===== config.mk =====
export PLATFORM = sky130hd
export DESIGN_NAME = adc_init_reset_sequencer
export DESIGN_NICKNAME = d
export VERILOG_FILES = /design/src/hw/adc_init_pkg.sv /design/src/hw/adc_init_reset_sequencer.sv /design/src/hw/fuse_rom.sv
export VERILOG_INCLUDE_DIRS = /design/src /design/src/hw
export SDC_FILE = /design/constraint.sdc
export NUM_CORES = 1
export LEC_CHECK = 0
export BUFFER_PORTS_ARGS = -buffer_cell sky130_fd_sc_hd__buf_4
export CAP_MARGIN = 20
export CORE_MARGIN = 3
export CORE_UTILIZATION = 45
export CTS_CLUSTER_DIAMETER = 100
export DETAILED_ROUTE_END_ITERATION = 6
export PLACE_DENSITY = 0.72
export SYNTH_ARGS = -nofsm -noshare
export SYNTH_HDL_FRONTEND = slang
export SYNTH_SLANG_ARGS = --single-unit

===== constraint.sdc =====
create_clock -name sys_clk_i -period 1.8 [get_ports sys_clk_i]
set_input_delay 0.09 -clock sys_clk_i [delete_from_list [all_inputs] [get_ports sys_clk_i]]
set_output_delay 0.09 -clock sys_clk_i [all_outputs]
set_load 0.05 [all_outputs]

===== src/hw/adc_init_cfg.svh =====
`ifndef ADC_INIT_CFG_SVH
`define ADC_INIT_CFG_SVH

// serial register address and data widths
`define REG_ADDR_W 12
`define REG_DATA_W 8

// soft reset control register and its bit
`define RESET_REG_ADDR 12'h000
`define SOFT_RESET_BIT 0

// number of default words held in fuses
`define FUSE_WORDS 16
`define FUSE_IDX_W 4

// calibration length in sampling-clock cycles
`define CAL_CYCLES 200000
`define CAL_CNT_W 18

`endif


===== src/hw/adc_init_pkg.sv =====
`include "adc_init_cfg.svh"

package adc_init_pkg;

	// one default word pushed into the register file
	typedef struct packed {
		logic valid;
		logic [`REG_ADDR_W-1:0] addr;
		logic [`REG_DATA_W-1:0] data;
	} cfg_write_t;

	// register write as decoded by the serial front end
	typedef struct packed {
		logic strobe;
		logic [`REG_ADDR_W-1:0] addr;
		logic [`REG_DATA_W-1:0] data;
	} reg_write_t;

	typedef enum logic [3:0] {
		ST_RESET = 4'h1,
		ST_LOAD = 4'h2,
		ST_CAL = 4'h4,
		ST_READY = 4'h8
	} seq_state_t;

endpackage : adc_init_pkg


===== src/hw/adc_init_reset_sequencer.sv =====
`timescale 1ns/1ps
`include "adc_init_cfg.svh"


module adc_init_reset_sequencer #(
	parameter int CAL_CYCLES = `CAL_CYCLES,
	parameter int FUSE_WORDS = `FUSE_WORDS
) (
	// sampling clock and power-on reset
	input wire logic sys_clk_i,
	input wire logic reset_i,
	// pins
	input wire logic hw_reset_pin_i,
	input wire logic reference_buffer_select_pin_i,
	// decoded serial register writes
	input wire adc_init_pkg::reg_write_t reg_wr_i,
	// register file control
	output logic reg_clear_o,
	output adc_init_pkg::cfg_write_t cfg_wr_o,
	output logic soft_reset_bit_o,
	// status
	output logic calib_busy_o,
	output logic ready_o,
	output logic ref_buf_sel_o
);

	localparam int IDX_W = `FUSE_IDX_W;
	localparam int CNT_W = `CAL_CNT_W;
	localparam logic [IDX_W-1:0] LAST_IDX = IDX_W'(FUSE_WORDS - 1);
	localparam logic [CNT_W-1:0] CAL_LAST = CNT_W'(CAL_CYCLES - 1);

	// pin synchronisers; first stages read only by second stages
	logic [1:0] rst_sync_r;
	logic [1:0] rst_sync_nxt;
	logic [1:0] ref_sync_r;
	logic [1:0] ref_sync_nxt;
	logic pin_rst;

	always_comb begin
		rst_sync_nxt = {rst_sync_r[0], hw_reset_pin_i};
		ref_sync_nxt = {ref_sync_r[0], reference_buffer_select_pin_i};
	end

	always_ff @(posedge sys_clk_i) begin
		if (reset_i) begin
			rst_sync_r <= 2'h0;
			ref_sync_r <= 2'h0;
		end else begin
			rst_sync_r <= rst_sync_nxt;
			ref_sync_r <= ref_sync_nxt;
		end
	end

	assign pin_rst = rst_sync_r[1];

	// soft reset request: bit D0 of the reset register written high
	function automatic logic is_soft_reset(input adc_init_pkg::reg_write_t w);
		return w.strobe && (w.addr == `RESET_REG_ADDR) && w.data[`SOFT_RESET_BIT];
	endfunction : is_soft_reset

	logic sw_req;
	assign sw_req = is_soft_reset(reg_wr_i);

	// sequencer state
	adc_init_pkg::seq_state_t state_r;
	adc_init_pkg::seq_state_t state_nxt;
	logic soft_bit_r;
	logic soft_bit_nxt;
	logic [IDX_W-1:0] fuse_idx_r;
	logic [IDX_W-1:0] fuse_idx_nxt;
	logic [IDX_W-1:0] pend_idx_r;
	logic [IDX_W-1:0] pend_idx_nxt;
	logic pend_r;
	logic pend_nxt;
	logic issuing_r;
	logic issuing_nxt;
	logic [CNT_W-1:0] cal_cnt_r;
	logic [CNT_W-1:0] cal_cnt_nxt;
	adc_init_pkg::cfg_write_t cfg_r;
	adc_init_pkg::cfg_write_t cfg_nxt;
	logic ref_r;
	logic ref_nxt;
	logic [`REG_DATA_W-1:0] fuse_q;

	fuse_rom u_fuse_rom (
		.sys_clk_i(sys_clk_i),
		.reset_i(reset_i),
		.addr_i(fuse_idx_r),
		.data_o(fuse_q)
	);

	always_comb begin
		state_nxt = state_r;
		soft_bit_nxt = soft_bit_r;
		fuse_idx_nxt = fuse_idx_r;
		pend_idx_nxt = fuse_idx_r;
		pend_nxt = 1'b0;
		issuing_nxt = issuing_r;
		cal_cnt_nxt = cal_cnt_r;
		ref_nxt = ref_r;
		cfg_nxt.valid = pend_r;
		cfg_nxt.addr = `REG_ADDR_W'(pend_idx_r);
		cfg_nxt.data = fuse_q;
		case (state_r)
			adc_init_pkg::ST_RESET: begin
				// registers held at default until the pin is released
				fuse_idx_nxt = '0;
				issuing_nxt = 1'b1;
				cal_cnt_nxt = '0;
				cfg_nxt.valid = 1'b0;
				if (!pin_rst) begin
					state_nxt = adc_init_pkg::ST_LOAD;
					soft_bit_nxt = 1'b0;
					// strap level caught at reset release
					ref_nxt = ref_sync_r[1];
				end
			end
			adc_init_pkg::ST_LOAD: begin
				if (issuing_r) begin
					pend_nxt = 1'b1;
					if (fuse_idx_r == LAST_IDX) begin
						issuing_nxt = 1'b0;
					end else begin
						fuse_idx_nxt = fuse_idx_r + 1'b1;
					end
				end
				// calibration follows the last fuse word by itself
				if (pend_r && pend_idx_r == LAST_IDX) begin
					state_nxt = adc_init_pkg::ST_CAL;
				end
			end
			adc_init_pkg::ST_CAL: begin
				if (cal_cnt_r == CAL_LAST) begin
					state_nxt = adc_init_pkg::ST_READY;
				end else begin
					cal_cnt_nxt = cal_cnt_r + 1'b1;
				end
			end
			adc_init_pkg::ST_READY: begin
			end
			default: begin
				state_nxt = adc_init_pkg::ST_RESET;
			end
		endcase
		// soft reset restarts the whole sequence from any state; set wins over clear
		if (sw_req) begin
			state_nxt = adc_init_pkg::ST_RESET;
			soft_bit_nxt = 1'b1;
		end
		// hardware pin forces ST_RESET while high; a soft reset write still sets the bit
		if (pin_rst) begin
			state_nxt = adc_init_pkg::ST_RESET;
		end
	end

	always_ff @(posedge sys_clk_i) begin
		if (reset_i) begin
			state_r <= adc_init_pkg::ST_RESET;
			soft_bit_r <= 1'b0;
			fuse_idx_r <= '0;
			pend_idx_r <= '0;
			pend_r <= 1'b0;
			issuing_r <= 1'b0;
			cal_cnt_r <= '0;
			cfg_r <= '0;
			ref_r <= 1'b0;
		end else begin
			state_r <= state_nxt;
			soft_bit_r <= soft_bit_nxt;
			fuse_idx_r <= fuse_idx_nxt;
			pend_idx_r <= pend_idx_nxt;
			pend_r <= pend_nxt;
			issuing_r <= issuing_nxt;
			cal_cnt_r <= cal_cnt_nxt;
			cfg_r <= cfg_nxt;
			ref_r <= ref_nxt;
		end
	end

	assign reg_clear_o = state_r[0];
	assign calib_busy_o = state_r[2];
	assign ready_o = state_r[3];
	assign cfg_wr_o = cfg_r;
	assign soft_reset_bit_o = soft_bit_r;
	assign ref_buf_sel_o = ref_r;

	// helper: calibration cycles completed so far; holds the full run length for one cycle after it ends, zero otherwise
	logic [CNT_W:0] cal_seen_r;
	logic [CNT_W:0] cal_seen_nxt;

	always_comb begin
		cal_seen_nxt = '0;
		if (state_r[2]) begin
			cal_seen_nxt = cal_seen_r + 1'b1;
		end
	end

	always_ff @(posedge sys_clk_i) begin
		if (reset_i) begin
			cal_seen_r <= '0;
		end else begin
			cal_seen_r <= cal_seen_nxt;
		end
	end

	soft_trigger_a: assert property (@(posedge sys_clk_i) disable iff (reset_i)
		sw_req |=> (reg_clear_o && soft_bit_r))
		else $error("soft reset write did not enter reset");

	soft_self_clear_a: assert property (@(posedge sys_clk_i) disable iff (reset_i)
		(soft_bit_r && reg_clear_o && !pin_rst && !sw_req) |=> (!soft_bit_r && state_r == adc_init_pkg::ST_LOAD))
		else $error("soft reset bit not cleared by the device");

	load_after_release_a: assert property (@(posedge sys_clk_i) disable iff (reset_i)
		// first word leaves the output register two cycles after load entry
		($fell(reg_clear_o) && !pin_rst && !sw_req) |-> (state_r == adc_init_pkg::ST_LOAD) ##2
			(cfg_r.valid && cfg_r.addr == '0))
		else $error("fuse load did not follow reset release");

	cal_after_load_a: assert property (@(posedge sys_clk_i) disable iff (reset_i)
		$rose(calib_busy_o) |-> $past(state_r) == adc_init_pkg::ST_LOAD)
		else $error("calibration started without fuse load");

	cal_length_a: assert property (@(posedge sys_clk_i) disable iff (reset_i)
		$rose(ready_o) |-> (cal_seen_r == (CNT_W+1)'(CAL_CYCLES)))
		else $error("calibration length wrong");

endmodule : adc_init_reset_sequencer


===== src/hw/fuse_rom.sv =====
`timescale 1ns/1ps
`include "adc_init_cfg.svh"

module fuse_rom #(
	parameter int DATA_W = `REG_DATA_W,
	parameter int DEPTH = `FUSE_WORDS,
	parameter int ADDR_W = `FUSE_IDX_W,
	// arbitrary pattern standing in for trimmed fuse contents
	parameter logic [7:0] FUSE_SEED = 8'h5A
) (
	// clock and reset
	input wire logic sys_clk_i,
	input wire logic reset_i,
	// read port
	input wire logic [ADDR_W-1:0] addr_i,
	output logic [DATA_W-1:0] data_o
);

	logic [DATA_W-1:0] data_r;
	logic [DATA_W-1:0] data_nxt;

	function automatic logic [DATA_W-1:0] fuse_word(input logic [ADDR_W-1:0] a);
		logic [7:0] w;
		w = FUSE_SEED ^ {a[3:0], a[3:0]};
		return DATA_W'(w);
	endfunction : fuse_word

	always_comb begin
		data_nxt = fuse_word(addr_i);
	end

	always_ff @(posedge sys_clk_i) begin
		if (reset_i) begin
			data_r <= '0;
		end else begin
			data_r <= data_nxt;
		end
	end

	assign data_o = data_r;

endmodule : fuse_rom


==> impl_metrics.tcl <==
set metrics [dict create \
    path_class "reg2reg" \
    max_freq_mhz 551 \
    core_area_mm2 0.00447 \
    syn_area_per_cell_um2 9.11 \
    cts_buffers 5 \
    synth_edf_count 0 \
    power_leakage_nw 1.08 \
    cts_root_buffer "clkbuf_8" \
    finalNonFillerCells 337 \
    synth_fa_ha_area_frac 0.0117 \
    gr-total-overflow 0 \
    synth_area_mm2 0.00214 \
    cp-start-kind "register" \
    clk_pin_slew_worst_paths_ns 0.09 \
    antenna_left 0 \
    num_vias 1762 \
    critPathLaunch "state_r[3]$_SDFFE_PP0P_" \
    status "finished with violations" \
    synthToLayoutAreaGrowth_pct 26.6 \
    vias_per_cell 5.23 \
    final_util 0.606 \
    worstHoldPathType "in2reg" \
    fin_tns_setup_ns -0.0139 \
    antennaDiodeCount 0 \
    layout_setup_ws_ns -0.0138 \
    die_area_mm2 0.00562 \
    yosys.area_share.simple 0.286 \
    reg2reg_from "state_r[3]$_SDFFE_PP0P_" \
    port_buffers 35 \
    clock_latency_ns 0.30 \
    final.period_utilization 1.01 \
    setup_viol 2 \
    maxCapViolCount 0 \
    first_iter_violations 73 \
    p_per_area_mw_per_mm2 791 \
    maxSlewViolCount 0 \
    rsz0062_at_grt "true" \
    critPathArrivalTime_ns 2.06 \
    skew_ns 0.00250 \
    cts_sinks 51 \
    hpwl_um 3220 \
    clk_path_buf_depth 2 \
    die_w_um 75.0 \
    peakVddDrop_mv 0.569 \
    gp_congestion 0.882 \
    critPathMaxFanout 6 \
    hold_violations 0 \
    cp.required_ns 2.04 \
    synth_top_family_by_area "simple AND/OR/NAND/NOR gates" \
    fin_crit_ns 1.81 \
    yosysWarnings 0 \
    io_pins 51 \
    drive_gt1_frac 0.323 \
    die_h_um 75.0 \
    ys_ff_latch 51 \
    nets 311 \
    ys_seq_area_frac 0.477 \
    placed_area_mm2 0.00250 \
    grt_pass1_wl_um 7140 \
    firstDrtPassIters 4 \
    dpl.cell_count 324 \
    layout.cells.most_common "buf_4" \
    synthMuxAreaShare 0.00468 \
    drc 0 \
    tritoncts "done" \
    antenna_found_initial 0 \
    cts.htree.levels 2 \
    worstHoldStart "reg_wr_i[15]" \
    end_kind "register" \
    synthXorXnorAreaFrac 0.0450 \
    grt_use_total 0.166 \
    grt_pass1_vias 1648 \
    initial_core_util 0.478 \
    grt_start_max_net_pins 32 \
    routed_wl_um 4460 \
    routedWlPerCell_um 13.2 \
    ys.flop_type "dfxtp_1" \
    synth_compound_area_frac 0.0947 \
    synthCells 235 \
    layout_common_cells "58 x buf_4, 42 x dfxtp_1, 27 x nor2_1" \
    synth_cell_type_count 38 \
    rows 24 \
    final_cell_area_mm2 0.00271 \
    synthArstFlopShare 0 \
    violations "negative setup slack" \
]
## where the power goes
group | total, mW | switching (mW) | internal, mW
Clock | 0.664 | 0.384 | 0.281
Combinational | 0.311 | 0.193 | 0.118
Sequential | 1.17 | 0.0125 | 1.16
Total | 2.14 | 0.589 | 1.55
## cell usage after synthesis (5+ instances only)
| library cell | n | area [um^2] |
|---|---|---|
| dfxtp_1 | 51 | 1020 |
| buf_4 | 13 | 97.6 |
| nor2_1 | 28 | 105 |
| or4_1 | 5 | 37.5 |
| nand2_1 | 13 | 48.8 |
| and3_1 | 8 | 50.1 |
| nor2b_1 | 16 | 100 |
| a21oi_1 | 13 | 65.1 |
| nor4b_1 | 7 | 61.3 |
| nand3_1 | 14 | 70.1 |
| o21ai_0 | 8 | 40.0 |
| clkbuf_1 | 6 | 22.5 |
| xor2_1 | 10 | 87.6 |
| nand4_1 | 5 | 31.3 |
## logic make-up (layout without fill, tap and decap cells)
kind of cell             after synthesis  in the layout
AND/OR/NAND/NOR                      110            110
flip-flops                            51             51
AO/OA/AOI/OAI                         34             34
buffers and inverters                 25             68
XOR/XNOR                              11             11
adder cells (fa/ha/maj)                2              2
other                                  1              8
multiplexers                           1              1
## registers in the layout (all words and copies together) (netlist names)
name,cells
cal_cnt_r,18
issuing_r,1
pend_r,1
pend_idx_r,4
soft_reset_bit_o,1
fuse_idx_r,4
rst_sync_r,2
state_r,4
u_fuse_rom.data_o,4
ref_sync_r,2
ref_buf_sel_o,1
cfg_wr_o,9
## worst max-delay path: stages, from the launching register on
cell and delay, ns:
dfxtp_2 0.33, or4b_4 0.59, a21o_4 0.22, or4_1 0.48
a21oi_2 0.13
## through the flow
stage,power (mW),hold WS [ns],setup WS (ns)
after floorplan,1.41,0.218,-0.163
after global placement,1.49,0.307,0.00339
after detailed placement,1.50,0.312,-0.0406
after CTS,2.17,0.0716,-0.0155
after global routing,2.24,0.0840,-0.0572
final,2.14,0.0864,-0.0138
## timing repair
item,in CTS,in global routing
gates resized for setup,2,18
hold buffers,2,0
hold endpoints to repair,2,0
buffers inserted,2,1
endpoints found under the setup margin,3,12
pin swaps,1,4
## per-layer routing
layer  vias to the layer above  wire (um)  share of wire  track usage
met5                         -          0              0            0
met4                         0         51          0.011       0.0593
met3                         7        133          0.030       0.0401
met2                        20       2350           0.53        0.305
met1                       832       1920           0.43        0.185
li1                        903          -              -            -
## layout make-up
class,instances,area [um^2]
clock buffer,5,68.8
clock inverter,3,23.8
fill,382,1760
multi-input combinational,166,1060
sequential,51,1040
tap,52,65.1
timing repair buffer,60,455
## path summary, 6_finish.rpt
check | to | slack (ns) | cells after the start
worst max-delay path | cal_cnt_r[17]$_SDFFE_PP0P_ | -0.01 | 4
worst min-delay path | soft_reset_bit_o$_SDFFE_PP0P_ | 0.09 | 4
worst max register to register | cal_cnt_r[17]$_SDFFE_PP0P_ | -0.01 | 4
worst min register to register | cfg_wr_o[3]$_SDFF_PP0_ | 0.44 | 1
Power figures use the tool's default switching activity.
